$ cat src/rtl/vipr_pkg.sv
// Package: register map, field layout and flag positions of the video info readback bank
package vipr_pkg;
  // ---------------------------------------------------------------------------
  // Register offsets
  // ---------------------------------------------------------------------------
  localparam logic [7:0] ADDR_VIDEO_FORMAT_CODE     = 8'h84;
  localparam logic [7:0] ADDR_REPEAT_FACTOR         = 8'h85;
  localparam logic [7:0] ADDR_TOP_BAR_END_LOW       = 8'h86;
  localparam logic [7:0] ADDR_CHANGED_PACKETS_FIRST = 8'h87;
  localparam logic [7:0] ADDR_TOP_BAR_END_HIGH      = 8'h88;
  localparam logic [7:0] ADDR_BOTTOM_BAR_START_LOW  = 8'h89;
  localparam logic [7:0] ADDR_BOTTOM_BAR_START_HIGH = 8'h8A;
  localparam logic [7:0] ADDR_LEFT_BAR_END_LOW      = 8'h8B;
  localparam logic [7:0] ADDR_LEFT_BAR_END_HIGH     = 8'h8C;
  localparam logic [7:0] ADDR_RIGHT_BAR_START_LOW   = 8'h8D;
  localparam logic [7:0] ADDR_RIGHT_BAR_START_HIGH  = 8'h8E;
  localparam logic [7:0] ADDR_CHANGED_PACKETS_SECOND = 8'h8F;
  localparam logic [7:0] ADDR_CHANGED_PACKETS_AUDIO = 8'h97;
  localparam logic [7:0] ADDR_CHANGED_PACKETS_SPD   = 8'h9F;
  localparam logic [7:0] ADDR_IRQ_MASK              = 8'hF0;
  // ---------------------------------------------------------------------------
  // Field widths and reset values
  // ---------------------------------------------------------------------------
  localparam int          FORMAT_CODE_W   = 7;
  localparam int          REPEAT_W        = 4;
  localparam int          BAR_W           = 16;
  localparam int          FLAG_W          = 7;
  localparam logic [3:0]  REPEAT_MAX      = 4'h9;
  localparam logic [6:0]  FLAGS_RESET     = 7'h00;
  localparam logic [6:0]  MASK_RESET      = 7'h00;
  localparam logic [7:0]  UNMAPPED_DATA   = 8'h00;
  // ---------------------------------------------------------------------------
  // Changed-packet flag bit positions
  // ---------------------------------------------------------------------------
  localparam int FLAG_VIDEO_INFO   = 0;
  localparam int FLAG_AUDIO_INFO   = 1;
  localparam int FLAG_PRODUCT_INFO = 2;
  localparam int FLAG_MPEG_INFO    = 3;
  localparam int FLAG_CONTENT_PROT = 4;
  localparam int FLAG_TRACK_ID1    = 5;
  localparam int FLAG_TRACK_ID2    = 6;
endpackage

$ cat src/rtl/vipr_readback.sv
// Module: register bank of received video information packet fields, read-only except the interrupt mask
`timescale 1ns/1ns
// How it works
// [RULE1] Format code is a 7-bit read-only field in low bits of its register.
// [RULE2] Repeat factor is 4 bits; n means n+1 sends; 10 to 15 reserved.
// [RULE3] Top bar end line is 16 bits, low and high byte registers.
// [RULE4] Software reads top bar end of zero as no top bar.
// [RULE5] Bottom bar start line is 16 bits, low and high byte registers.
// [RULE6] Software reads bottom bar start beyond active lines as no bottom bar.
// [RULE7] Left bar end pixel is 16 bits, low and high byte registers.
// [RULE8] Software reads left bar end of zero as no left bar.
// [RULE9] Right bar start pixel is 16 bits, low and high byte registers.
// [RULE10] Software reads right bar start beyond line width as no right bar.
// [RULE11] A flag bit sets when its packet type content changes; idle reads zero.
// [RULE12] Reading any flag register clears all flags in every copy.
// [RULE13] All flag register copies return the same shared flag set.
// [RULE14] Flag bits: video, audio, product, mpeg, protection, track id 1, 2.
// [RULE15] Stored fields update on new packet; flag sets only when contents differ.
module vipr_readback (
  input  wire logic        ref_clk_i,
  input  wire logic        reset_i,
  // Register port
  input  wire logic [7:0]  addr_i,
  input  wire logic [7:0]  wdata_i,
  input  wire logic        wr_i,
  input  wire logic        rd_i,
  output logic      [7:0]  rdata_o,
  // Decoded video info packet from the link receiver
  input  wire logic        vid_pkt_valid_i,
  input  wire logic [6:0]  vid_format_code_i,
  input  wire logic [3:0]  vid_repeat_factor_i,
  input  wire logic [15:0] vid_top_bar_end_i,
  input  wire logic [15:0] vid_bottom_bar_start_i,
  input  wire logic [15:0] vid_left_bar_end_i,
  input  wire logic [15:0] vid_right_bar_start_i,
  // Change pulses from the other packet decoders, bits 1 to 6 used
  input  wire logic [6:0]  other_pkt_changed_i,
  output logic             irq_o,
  output logic             repeat_reserved_o
);

  // ---------------------------------------------------------------------------
  // Stored video packet fields
  // ---------------------------------------------------------------------------
  logic [vipr_pkg::FORMAT_CODE_W-1:0] video_format_code;
  logic [vipr_pkg::REPEAT_W-1:0]      repeat_factor;
  logic [vipr_pkg::BAR_W-1:0]         top_bar_end;
  logic [vipr_pkg::BAR_W-1:0]         bottom_bar_start;
  logic [vipr_pkg::BAR_W-1:0]         left_bar_end;
  logic [vipr_pkg::BAR_W-1:0]         right_bar_start;
  logic [vipr_pkg::FLAG_W-1:0]        changed_packet_flag;
  logic [vipr_pkg::FLAG_W-1:0]        irq_mask;
  logic                               vid_differs;
  logic                               flag_read;
  logic [vipr_pkg::FLAG_W-1:0]        flag_set;

  function automatic logic is_flag_addr(input logic [7:0] a);
    is_flag_addr = (a == vipr_pkg::ADDR_CHANGED_PACKETS_FIRST)
                || (a == vipr_pkg::ADDR_CHANGED_PACKETS_SECOND)
                || (a == vipr_pkg::ADDR_CHANGED_PACKETS_AUDIO)
                || (a == vipr_pkg::ADDR_CHANGED_PACKETS_SPD);
  endfunction

  // New packet differs from what is stored
  assign vid_differs = vid_pkt_valid_i && (
                         (vid_format_code_i      != video_format_code)
                      || (vid_repeat_factor_i    != repeat_factor)
                      || (vid_top_bar_end_i      != top_bar_end)
                      || (vid_bottom_bar_start_i != bottom_bar_start)
                      || (vid_left_bar_end_i     != left_bar_end)
                      || (vid_right_bar_start_i  != right_bar_start));   // see [RULE15]

  assign flag_read = rd_i && is_flag_addr(addr_i);                       // see [RULE12]

  always_comb begin
    flag_set                           = other_pkt_changed_i;
    flag_set[vipr_pkg::FLAG_VIDEO_INFO] = vid_differs;                   // see [RULE14]
  end

  // ---------------------------------------------------------------------------
  // Field capture
  // ---------------------------------------------------------------------------
  always_ff @(posedge ref_clk_i) begin
    if (reset_i) begin
      video_format_code <= '0;
      repeat_factor     <= '0;
      top_bar_end       <= '0;
      bottom_bar_start  <= '0;
      left_bar_end      <= '0;
      right_bar_start   <= '0;
    end else if (vid_pkt_valid_i) begin                                  // see [RULE15]
      video_format_code <= vid_format_code_i;                           // see [RULE1]
      repeat_factor     <= vid_repeat_factor_i;                         // see [RULE2]
      top_bar_end       <= vid_top_bar_end_i;                           // see [RULE3]
      bottom_bar_start  <= vid_bottom_bar_start_i;                      // see [RULE5]
      left_bar_end      <= vid_left_bar_end_i;                          // see [RULE7]
      right_bar_start   <= vid_right_bar_start_i;                       // see [RULE9]
    end
  end

  // ---------------------------------------------------------------------------
  // Shared changed-packet flags: set wins over the clear of a read
  // ---------------------------------------------------------------------------
  always_ff @(posedge ref_clk_i) begin
    if (reset_i) begin
      changed_packet_flag <= vipr_pkg::FLAGS_RESET;
    end else if (flag_read) begin
      changed_packet_flag <= flag_set;                                   // see [RULE12]
    end else begin
      changed_packet_flag <= changed_packet_flag | flag_set;             // see [RULE11]
    end
  end

  // ---------------------------------------------------------------------------
  // Interrupt mask, the only writable register
  // ---------------------------------------------------------------------------
  always_ff @(posedge ref_clk_i) begin
    if (reset_i) begin
      irq_mask <= vipr_pkg::MASK_RESET;
    end else if (wr_i && addr_i == vipr_pkg::ADDR_IRQ_MASK) begin
      irq_mask <= wdata_i[vipr_pkg::FLAG_W-1:0];
    end
  end

  always_ff @(posedge ref_clk_i) begin
    if (reset_i) begin
      irq_o             <= 1'b0;
      repeat_reserved_o <= 1'b0;
    end else begin
      irq_o             <= |(changed_packet_flag & irq_mask);
      repeat_reserved_o <= repeat_factor > vipr_pkg::REPEAT_MAX;         // see [RULE2]
    end
  end

  // ---------------------------------------------------------------------------
  // Read data, one cycle after the strobe
  // ---------------------------------------------------------------------------
  always_ff @(posedge ref_clk_i) begin
    if (reset_i) begin
      rdata_o <= 8'h00;
    end else if (rd_i) begin
      if (is_flag_addr(addr_i)) begin
        rdata_o <= {1'b0, changed_packet_flag};                          // see [RULE13]
      end else begin
        unique case (addr_i)
          vipr_pkg::ADDR_VIDEO_FORMAT_CODE:     rdata_o <= {1'b0, video_format_code};  // see [RULE1]
          vipr_pkg::ADDR_REPEAT_FACTOR:         rdata_o <= {4'h0, repeat_factor};      // see [RULE2]
          vipr_pkg::ADDR_TOP_BAR_END_LOW:       rdata_o <= top_bar_end[7:0];           // see [RULE3]
          vipr_pkg::ADDR_TOP_BAR_END_HIGH:      rdata_o <= top_bar_end[15:8];          // see [RULE3]
          vipr_pkg::ADDR_BOTTOM_BAR_START_LOW:  rdata_o <= bottom_bar_start[7:0];      // see [RULE5]
          vipr_pkg::ADDR_BOTTOM_BAR_START_HIGH: rdata_o <= bottom_bar_start[15:8];     // see [RULE5]
          vipr_pkg::ADDR_LEFT_BAR_END_LOW:      rdata_o <= left_bar_end[7:0];          // see [RULE7]
          vipr_pkg::ADDR_LEFT_BAR_END_HIGH:     rdata_o <= left_bar_end[15:8];         // see [RULE7]
          vipr_pkg::ADDR_RIGHT_BAR_START_LOW:   rdata_o <= right_bar_start[7:0];       // see [RULE9]
          vipr_pkg::ADDR_RIGHT_BAR_START_HIGH:  rdata_o <= right_bar_start[15:8];      // see [RULE9]
          vipr_pkg::ADDR_IRQ_MASK:              rdata_o <= {1'b0, irq_mask};
          default:                              rdata_o <= vipr_pkg::UNMAPPED_DATA;
        endcase
      end
    end
  end

endmodule

$ cat config.mk
export PLATFORM = sky130hd
export DESIGN_NAME = vipr_readback
export DESIGN_NICKNAME = d
export VERILOG_FILES = /design/src/rtl/vipr_pkg.sv /design/src/rtl/vipr_readback.sv
export SDC_FILE = /design/constraint.sdc
export NUM_CORES = 1
export LEC_CHECK = 0
export BUFFER_PORTS_ARGS = -buffer_cell sky130_fd_sc_hd__buf_2
export CORE_ASPECT_RATIO = 0.9
export CORE_MARGIN = 1
export CORE_UTILIZATION = 50
export DETAILED_ROUTE_END_ITERATION = 10
export MAX_ROUTING_LAYER = met4
export PLACE_DENSITY = 0.77
export REMOVE_ABC_BUFFERS = 1
export SLEW_MARGIN = 30
export SYNTH_ARGS = -nofsm -noshare
export SYNTH_HDL_FRONTEND = slang
export SYNTH_SLANG_ARGS = --single-unit
$ cat constraint.sdc
create_clock -name ref_clk_i -period 1.5 [get_ports ref_clk_i]
set_clock_uncertainty 0.1 [all_clocks]
set_input_delay 0.15 -clock ref_clk_i [delete_from_list [all_inputs] [get_ports ref_clk_i]]
set_output_delay 0.15 -clock ref_clk_i [all_outputs]
set_load 0.05 [all_outputs]
==> impl_metrics.env, run 1 <==
export IMPL_status="finished with violations"
export IMPL_failed_checks="negative setup slack"
export IMPL_fin_nets=933
export IMPL_synthTopCellsByArea="dfxtp_1, mux2i_1, xor2_1"
export IMPL_maxSlewViolCount=0
export IMPL_cpMaxStageDelayCell="nor4_2"
export IMPL_critPathMaxFanout=2
export IMPL_die_h_um=99.3
export IMPL_p_per_area_mw_per_mm2=831
export IMPL_crit_path_cell_trace="xor2_1 -> nor4_2 -> buf_4 -> nand4_1 -> nor4_1 -> buf_4 -> a211oi_1"
export IMPL_die_area_sq_mm=0.0109
export IMPL_timing_final_ws_setup_ns=-0.335
export IMPL_maxCapViolCount=0
export IMPL_ys_flop_type="dfxtp_1"
export IMPL_cts_root_buf="clkbuf_16"
export IMPL_num_vias=5502
export IMPL_wl_per_cell_um=18.7
export IMPL_start_kind="flip-flop"
export IMPL_path_clk_slew_ns=0.07
export IMPL_drt_vias_per_instance=5.71
export IMPL_crit_top_cell="buf_4"
export IMPL_ff_latch_area_sq_mm=0.00200
export IMPL_fillers=698
export IMPL_wl_met1_um=7420
export IMPL_cts_tree="yes"
export IMPL_period_minus_slack_ns=1.83
export IMPL_initial_core_util_pct=51.3
export IMPL_cts_made_buffers=9
export IMPL_ys_types=58
export IMPL_cp_end_kind="flip-flop"
export IMPL_synth_enable_flop_cells=0
export IMPL_core_area_sq_mm=0.0102
export IMPL_ys_ff_latch=99
export IMPL_dpl_hpwl_um=12100
export IMPL_synth_top_cell_area_share_pct=37.7
export IMPL_grt_total_usage_pct=35.3
export IMPL_syn_inst=564
export IMPL_routed_wl_met2_um=8830
export IMPL_clock_path_buffers=2
export IMPL_holdPathStages=3
export IMPL_yosysSeqAreaShare_pct=37.7
export IMPL_top_layer_used="met4"
export IMPL_postSynth_asyncResetShare_pct=0
export IMPL_slew_limit_headroom_pct=70.2
export IMPL_fin_area_sq_mm=0.00784
export IMPL_worst_pin_slew_ns=0.442
export IMPL_rsz0062_at_grt="yes"
export IMPL_diodes=0
export IMPL_drive_above_1_share_pct=34.9
export IMPL_area_delta_synth_final_pct=49.1
export IMPL_grt_pass1_vias=5536
export IMPL_finalCritPeriodShare_pct=122
export IMPL_worst_path_largest_cell_delay_ns=0.39
export IMPL_grt_overflow_total=0
export IMPL_synth_largest_area_cell="dfxtp_1"
export IMPL_fp_row_count=35
export IMPL_place_area_sq_mm=0.00673
export IMPL_synth_most_common_cell="dfxtp_1"
export IMPL_cp_depth=7
export IMPL_synthesis_area_sq_mm=0.00526
export IMPL_synthTopCellsByCount="dfxtp_1, nor2_1, mux2i_1, xor2_1, nand2_1"
export IMPL_p_leak_nw=3.69
export IMPL_critPathTopFamily="simple AND/OR/NAND/NOR gates"
export IMPL_required_ns=1.62
export IMPL_peakVddDrop_mv=0.948
export IMPL_final_hold_viol_count=0
export IMPL_ant_nets=0
export IMPL_ys_warn_count=0
export IMPL_wl_um=18000
export IMPL_gp_congestion=0.953
export IMPL_fmax_mhz=545
export IMPL_grt_max_degree=84
export IMPL_grt_pass1_wl_um=28200
export IMPL_insertion_delay_ns=0.35
export IMPL_cts_sinks=99
export IMPL_hold_ws_ns=0.00383
export IMPL_drtIter0Drc=475
export IMPL_syn_area_per_cell_sq_um=9.32
export IMPL_io_buffers=110
export IMPL_min_path_type="input port to flip-flop"
export IMPL_setup_viol_count_final=7
export IMPL_antenna_found_initial=0
export IMPL_crit_type="flip-flop to flip-flop"
export IMPL_multi_input_area_sq_mm=0.00317
export IMPL_wl_met3_um=1260
export IMPL_drcViolationCount=0
export IMPL_cp_arrival_ns=1.96
export IMPL_r2r_cells=7
export IMPL_cts_max_level=3
export IMPL_path_buf_inv=2
export IMPL_ios=113
export IMPL_first_pass_iters=7
export IMPL_die_x_um=110
==> worst paths after layout <==
kind,slack [ns],from,end
worst min-delay path,0.004,vid_bottom_bar_start_i[2],bottom_bar_start[2]
worst max-delay path,-0.33,top_bar_end[10],changed_packet_flag[0]
worst max register to register,-0.33,top_bar_end[10],changed_packet_flag[0]
worst min register to register,0.40,rdata_o[7],rdata_o[7]
==> layout by cell type, fill, tap and decap left out, types with 3 or more instances in the layout <==
cell type        n
a32o_1           4
nor2_1          87
mux2_4           3
nand2b_1         3
clkbuf_8         3
xor2_1          67
a22o_1           3
nand3_1         14
dfxtp_2         12
inv_1            3
o22ai_1          6
nor4_2           5
dlygate4sd3_1   65
a31oi_1          6
clkbuf_16        9
a21o_1           3
buf_12           5
mux2i_1         83
dfxtp_1         87
buf_2          105
a21oi_1         16
xnor2_1          8
a2bb2oi_1        7
nand3b_1         4
buf_4          105
nand2_1         21
nor2b_1          4
nand4_1          7
mux2_2          10
nor4_1          12
buf_6           11
a22oi_1          8
==> tightest hold or removal path, delay by kind of cell <==
kind | cells | cell delay [ns]
AND/OR/NAND/NOR | 1 | 0.09
multiplexers | 1 | 0.07
buffers and inverters | 1 | 0.11
==> routing by layer <==
layer,global-route usage [%],vias up
li1,-,2544
met1,43.1,2618
met3,5.90,60
met2,58.2,280
met5,-,-
met4,12.4,0
==> stage by stage <==
step	setup TNS, ns	instances	power, mW	setup WS (ns)	util, %
6_report	-0.852	963	6.51	-0.335	76.5
5_1_grt	-1.13	963	6.71	-0.349	76.5
4_1_cts	-0.723	963	6.46	-0.269	75.5
3_5_place_dp	-4.73	882	4.09	-0.380	65.7
3_3_place_gp	-3.89	882	4.05	-0.411	65.7
2_1_floorplan	-0.172	526	3.38	-0.0768	-
==> final cells by class <==
cell class | instances | area share, %
inverters | 5 | 0.240
well taps | 129 | 2.06
clock buffers | 13 | 3.45
multi-input cells | 422 | 40.5
repair buffers | 293 | 28.1
flip-flops and latches | 99 | 25.5
clock inverters | 2 | 0.128
==> sequential cells by signal (all words and copies together), names as in the netlist <==
signal / cells
bottom_bar_start: 16
changed_packet_flag: 7
irq_mask: 7
irq_o: 1
left_bar_end: 16
rdata_o: 8
repeat_factor: 4
repeat_reserved_o: 1
right_bar_start: 16
top_bar_end: 16
video_format_code: 7
==> logic make-up after synthesis <==
family,share of synthesized area [%]
AND/OR/NAND/NOR,15.5
flip-flops,37.7
multiplexers,19.5
AO/OA/AOI/OAI,11.0
XOR/XNOR,12.5
buffers and inverters,3.83
==> where the power goes <==
group	switching, mW	internal [mW]	total [mW]
registers	0.110	2.77	2.88
logic	0.655	0.749	1.40
clock network	0.981	1.25	2.23
total	1.75	4.76	6.51
==> repair_timing <==
| item | 4_1_cts | 5_1_grt |
|---|---|---|
| pin swaps | 15 | 8 |
| hold buffers | 65 | 0 |
| buffers inserted | 1 | 0 |
| endpoints found under the setup margin | 7 | 9 |
| resized for setup | 27 | 20 |
| endpoints found under the hold margin | 65 | 0 |
No activity file was read; power rests on OpenSTA's default activity.
==> run 2, diff against run 1 <==
--- a/config.mk
+++ b/config.mk
@@ -8,10 +8,10 @@
 export BUFFER_PORTS_ARGS = -buffer_cell sky130_fd_sc_hd__buf_2
 export CORE_ASPECT_RATIO = 0.9
 export CORE_MARGIN = 1
-export CORE_UTILIZATION = 50
+export CORE_UTILIZATION = 55
 export DETAILED_ROUTE_END_ITERATION = 10
 export MAX_ROUTING_LAYER = met4
-export PLACE_DENSITY = 0.77
+export PLACE_DENSITY = 0.8
 export REMOVE_ABC_BUFFERS = 1
 export SLEW_MARGIN = 30
 export SYNTH_ARGS = -nofsm -noshare
==> constraint.sdc (replaced) <==
create_clock -name ref_clk_i -period 1.7 [get_ports ref_clk_i]
set_clock_uncertainty 0.1 [all_clocks]
set_input_delay 0.17 -clock ref_clk_i [delete_from_list [all_inputs] [get_ports ref_clk_i]]
set_output_delay 0.17 -clock ref_clk_i [all_outputs]
set_load 0.05 [all_outputs]
==> run 2 against run 1 <==
Against the previous run: the run still ends with negative setup slack left; sequential power fell by 11%; hold slack improved by 0.0040 ns; setup slack improved by 0.27 ns; critical endpoint unchanged.
==> impl_metrics.env, run 2 (synthesis results as in run 1) <==
export IMPL_status="finished with violations"
export IMPL_failed_checks="negative setup slack"
export IMPL_num_vias=5628
export IMPL_clock_path_buffers=2
export IMPL_sequentialPowerShare_pct=46.2
export IMPL_ios=113
export IMPL_gp_congestion=0.933
export IMPL_path_clk_slew_ns=0.09
export IMPL_cp_arrival_ns=1.91
export IMPL_first_pass_iters=6
export IMPL_p_sw_mw=1.49
export IMPL_cts_tree="yes"
export IMPL_maxSlewViolCount=0
export IMPL_drcViolationCount=0
export IMPL_core_area_sq_mm=0.00921
export IMPL_setup_viol_count_final=1
export IMPL_cts_made_buffers=9
export IMPL_layout_common_cells="buf_2, dfxtp_1, nor2_1, mux2i_1, dlygate4sd3_1"
export IMPL_timing_final_ws_setup_ns=-0.0682
export IMPL_worstHoldStart="vid_bottom_bar_start_i[2]"
export IMPL_critPathMaxFanout=2
export IMPL_grt_pass1_vias=5578
export IMPL_min_path_type="input port to flip-flop"
export IMPL_multi_input_area_sq_mm=0.00318
export IMPL_fin_cells=934
export IMPL_power_frac_clock_pct=32.4
export IMPL_grt_overflow_total=0
export IMPL_rrSetupSlack_ns=-0.07
export IMPL_drtIter0Drc=581
export IMPL_cp_end_kind="flip-flop"
export IMPL_start_kind="flip-flop"
export IMPL_hold_ws_ns=0.00779
export IMPL_fin_nets=911
export IMPL_netSwitchingFraction_pct=27.1
export IMPL_r2r_cells=6
export IMPL_grt_max_degree=100
export IMPL_cts_sinks=99
export IMPL_slew_limit_headroom_pct=70.9
export IMPL_initial_core_util_pct=57.1
export IMPL_finalCritPeriodShare_pct=104
export IMPL_grt_total_usage_pct=36.9
export IMPL_rsz0062_at_grt="yes"
export IMPL_p_per_area_mw_per_mm2=726
export IMPL_timing_rr_start="right_bar_start[4]"
export IMPL_required_ns=1.84
export IMPL_cts_root_buf="clkbuf_8"
export IMPL_drive_above_1_share_pct=30.5
export IMPL_worst_pin_slew_ns=0.436
export IMPL_place_area_sq_mm=0.00643
export IMPL_period_minus_slack_ns=1.77
export IMPL_insertion_delay_ns=0.38
export IMPL_area_delta_synth_final_pct=44.5
export IMPL_diodes=0
export IMPL_die_h_um=94.7
export IMPL_wl_um=18000
export IMPL_die_x_um=105
export IMPL_fin_area_sq_mm=0.00759
export IMPL_wl_per_cell_um=19.3
export IMPL_fillers=510
export IMPL_p_leak_nw=3.53
export IMPL_drt_vias_per_instance=6.03
export IMPL_io_buffers=110
export IMPL_crit_type="flip-flop to flip-flop"
export IMPL_place_inst=838
export IMPL_grt_pass1_wl_um=27400
export IMPL_cts_max_level=3
export IMPL_layout_cells_most_common="buf_2"
export IMPL_final_hold_viol_count=0
export IMPL_comb_power_share_pct=21.4
export IMPL_holdPathStages=3
export IMPL_rr_endpoint="changed_packet_flag[0]"
export IMPL_fin_tns_setup_ns=-0.0682
export IMPL_internal_power_mw=4.02
export IMPL_fmax_mhz=566
export IMPL_worstHoldEndpoint="bottom_bar_start[2]"
export IMPL_ant_nets=0
export IMPL_maxCapViolCount=0
export IMPL_peakVddDrop_mv=0.517
export IMPL_die_area_sq_mm=0.00995
export IMPL_fp_row_count=33
export IMPL_dp_worst_setup_slack_ns=-0.191
export IMPL_ff_latch_area_sq_mm=0.00199
export IMPL_antenna_found_initial=0
export IMPL_dpl_hpwl_um=11400
==> run 2: cell types whose count changed in the layout (fill, tap and decap cells not counted), sizes merged <==
cell | before | now
buf | 226 | 190
bufinv | 0 | 3
clkbuf | 15 | 10
clkinv | 3 | 2
clkinvlp | 0 | 1
dlygate4sd3 | 65 | 81
==> run 2: what timing repair did <==
item,CTS,global route
hold endpoints to repair,81,0
pin swaps,2,14
hold buffers,81,0
endpoints found under the setup margin,3,5
buffers inserted,0,1
resized for setup,5,22
==> run 2: final cells by class <==
class / instances / area share [%]
Multi-Input combinational cell: 422 / 41.9
Inverter: 5 / 0.247
Clock inverter: 5 / 1.35
Clock buffer: 10 / 1.68
Timing Repair Buffer: 271 / 26.6
Tap cell: 122 / 2.01
Sequential cell: 99 / 26.2
==> run 2: worst max-delay path by stage <==
stage / cells past startpoint / startpoint / end
final: 6 / right_bar_start[4] / changed_packet_flag[0]
after global routing: 6 / right_bar_start[4] / changed_packet_flag[0]
after CTS: 7 / video_format_code[0] / changed_packet_flag[0]
after detailed placement: 6 / addr_i[2] / rdata_o[1]
after global placement: 6 / addr_i[2] / rdata_o[1]
after floorplan: 5 / addr_i[5] / changed_packet_flag[0]
==> run 2: power groups by stage <==
stage,Combinational [mW],Sequential (mW),Clock [mW]
2_1_floorplan,0.403,2.57,0
3_3_place_gp,0.909,2.58,0
3_5_place_dp,0.944,2.59,0
4_1_cts,1.10,2.54,1.80
5_1_grt,1.25,2.56,1.88
6_report,1.18,2.55,1.79
==> run 2: metal layers <==
metal,wire length [um],GRT usage [%]
met3,1360,6.21
met5,0,-
met1,6980,41.7
met4,814,14.7
met2,8820,65.5
==> run 2: metrics by stage <==
stage | util (%) | total power, mW
2_1_floorplan | - | 2.98
3_3_place_gp | 69.8 | 3.49
3_5_place_dp | 69.8 | 3.53
4_1_cts | 81.3 | 5.43
5_1_grt | 82.5 | 5.69
6_report | 82.5 | 5.51
==> run 2: worst max-delay path, cell delays in order, from the launching register on <==
cell	delay (ns)
dfxtp_2	0.33
xor2_1	0.17
nor4_2	0.27
buf_4	0.16
nand4_1	0.17
nor4_4	0.34
a211oi_1	0.11
==> run 3, diff against run 2 <==
--- a/config.mk
+++ b/config.mk
@@ -6,12 +6,13 @@
 export NUM_CORES = 1
 export LEC_CHECK = 0
 export BUFFER_PORTS_ARGS = -buffer_cell sky130_fd_sc_hd__buf_2
+export CAP_MARGIN = 20
 export CORE_ASPECT_RATIO = 0.9
 export CORE_MARGIN = 1
 export CORE_UTILIZATION = 55
 export DETAILED_ROUTE_END_ITERATION = 10
 export MAX_ROUTING_LAYER = met4
-export PLACE_DENSITY = 0.8
+export PLACE_DENSITY_LB_ADDON = 0.05
 export REMOVE_ABC_BUFFERS = 1
 export SLEW_MARGIN = 30
 export SYNTH_ARGS = -nofsm -noshare
==> run 3 against run 2 <==
Against the previous run: the flow still finishes with violations (negative setup slack); sequential share of layout area barely moved; register-to-register slack worse by 0.02 ns; critical path depth rose by 1; largest cell class unchanged; die area is the same; largest power group unchanged; clock-buffer cell count is 2 higher; clock power down 20%.
==> impl_metrics.env, run 3 (synthesis results as in run 1) <==
export IMPL_p_per_area_mw_per_mm2=676
export IMPL_die_x_um=105
export IMPL_drcViolationCount=0
export IMPL_wl_um=17100
export IMPL_p_leak_nw=3.56
export IMPL_layout_cells_most_common="buf_2"
export IMPL_die_h_um=94.7
export IMPL_ant_nets=0
export IMPL_dp_worst_setup_slack_ns=-0.178
export IMPL_slew_limit_headroom_pct=68.3
export IMPL_cts_setup_buffers=0
export IMPL_peakVddDrop_mv=0.585
export IMPL_critPathMaxFanout=2
export IMPL_fmax_mhz=559
export IMPL_cp_end_kind="flip-flop"
export IMPL_critPathTopFamily="simple AND/OR/NAND/NOR gates"
export IMPL_insertion_delay_ns=0.37
export IMPL_grt_pass1_wl_um=26800
export IMPL_path_buf_inv=2
export IMPL_worst_pin_slew_ns=0.476
export IMPL_fp_row_count=33
export IMPL_required_ns=1.85
export IMPL_hold_ws_ns=0.00193
export IMPL_drtIter0Drc=302
export IMPL_cts_made_buffers=9
export IMPL_clock_path_buffers=2
export IMPL_rsz0062_at_grt="yes"
export IMPL_cp_arrival_ns=1.94
export IMPL_drive_above_1_share_pct=29.9
export IMPL_io_buffers=110
export IMPL_maxCapViolCount=0
export IMPL_wl_per_cell_um=17.9
export IMPL_grt_max_degree=100
export IMPL_cts_max_level=3
export IMPL_initial_core_util_pct=57.1
export IMPL_fin_nets=928
export IMPL_ios=113
export IMPL_timing_final_ws_setup_ns=-0.0893
export IMPL_grt_pass1_vias=5290
export IMPL_fillers=574
export IMPL_maxSlewViolCount=0
export IMPL_area_delta_synth_final_pct=44.8
export IMPL_cpMaxStageDelayCell="dfxtp_1"
export IMPL_crit_type="flip-flop to flip-flop"
export IMPL_gp_congestion=0.831
export IMPL_worst_path_largest_cell_delay_ns=0.33
export IMPL_grt_overflow_total=0
export IMPL_cts_sinks=99
export IMPL_crit_path_cell_trace="xor2_1 -> nor4_1 -> buf_4 -> nand4_1 -> nor4_1 -> buf_4 -> a211oi_2"
export IMPL_die_area_sq_mm=0.00995
export IMPL_cts_root_buf="clkbuf_8"
export IMPL_antenna_found_initial=0
export IMPL_fin_tns_setup_ns=-0.0893
export IMPL_grt_total_usage_pct=36.4
export IMPL_core_area_sq_mm=0.00921
export IMPL_setup_viol_count_final=1
export IMPL_dpl_hpwl_um=11300
export IMPL_num_vias=5259
export IMPL_failed_checks="negative setup slack"
export IMPL_diodes=0
export IMPL_path_clk_slew_ns=0.10
export IMPL_cts_tree="yes"
export IMPL_period_minus_slack_ns=1.79
export IMPL_min_path_type="input port to flip-flop"
export IMPL_start_kind="flip-flop"
export IMPL_finalCritPeriodShare_pct=105
export IMPL_first_pass_iters=5
export IMPL_status="finished with violations"
export IMPL_drt_vias_per_instance=5.52
export IMPL_final_hold_viol_count=0
export IMPL_layout_common_cells="buf_2, dfxtp_1, nor2_1, buf_4, dlygate4sd3_1"
-- run 3: changes by cell type in the layout (fill, tap and decap cells not counted), sizes merged --
cell	change
buf	+12
clkinv	+1
clkbuf	+2
dlygate4sd3	+5
bufinv	-3
clkinvlp	+1
-- run 3: final cells by class --
cell class | count | area, sq um | share of cell area [%]
Clock buffer | 12 | 155 | 2.04
Multi-Input combinational cell | 422 | 3090 | 40.6
Timing Repair Buffer | 288 | 2180 | 28.6
Clock inverter | 4 | 25.0 | 0.329
Sequential cell | 99 | 1990 | 26.1
Inverter | 5 | 18.8 | 0.247
Tap cell | 122 | 153 | 2.01
-- run 3: power breakdown --
part / leakage (nW) / internal [mW] / switching (mW)
logic: 2.66 / 0.632 / 0.540
clock network: 0.0884 / 0.609 / 0.825
registers: 0.817 / 2.44 / 0.102
-- run 3: worst paths after layout --
path | startpoint | to | slack (ns) | depth (start not counted)
setup / recovery | bottom_bar_start[9] | changed_packet_flag[0] | -0.09 | 7
setup reg to reg | bottom_bar_start[9] | changed_packet_flag[0] | -0.09 | 7
hold reg to reg | irq_mask[4] | irq_mask[4] | 0.38 | 2
hold / removal | vid_repeat_factor_i[3] | repeat_factor[3] | 0.002 | 3
-- run 3: per-layer routing --
layer	track usage, %	share of wire [%]	up-vias
li1	-	-	2527
met1	43.4	44	2512
met2	62.0	49	179
met3	6.21	4.5	41
met4	13.8	2.8	0
met5	-	0	-
-- run 3: worst register-to-register path: stages (launching register included) --
cell	delay [ns]
dfxtp_1	0.33
xor2_1	0.16
nor4_1	0.31
buf_4	0.17
nand4_1	0.08
nor4_1	0.28
buf_4	0.17
a211oi_2	0.06
-- run 3: what timing repair did --
item                                   in CTS  in global routing
endpoints found under the hold margin      86                  0
setup endpoints to repair                   1                  5
resized for setup                           3                  7
pin swaps                                   1                  3
hold buffers                               86                  0
-- run 3: stage by stage --
step,cells,power (mW),util [%],instance area [sq um]
5_1_grt,952,5.35,82.6,7610
6_report,952,5.15,82.6,7610
3_3_place_gp,850,3.52,71.1,6540
3_5_place_dp,850,3.56,71.1,6540
2_1_floorplan,526,2.98,-,5070
4_1_cts,952,5.12,82.5,7600
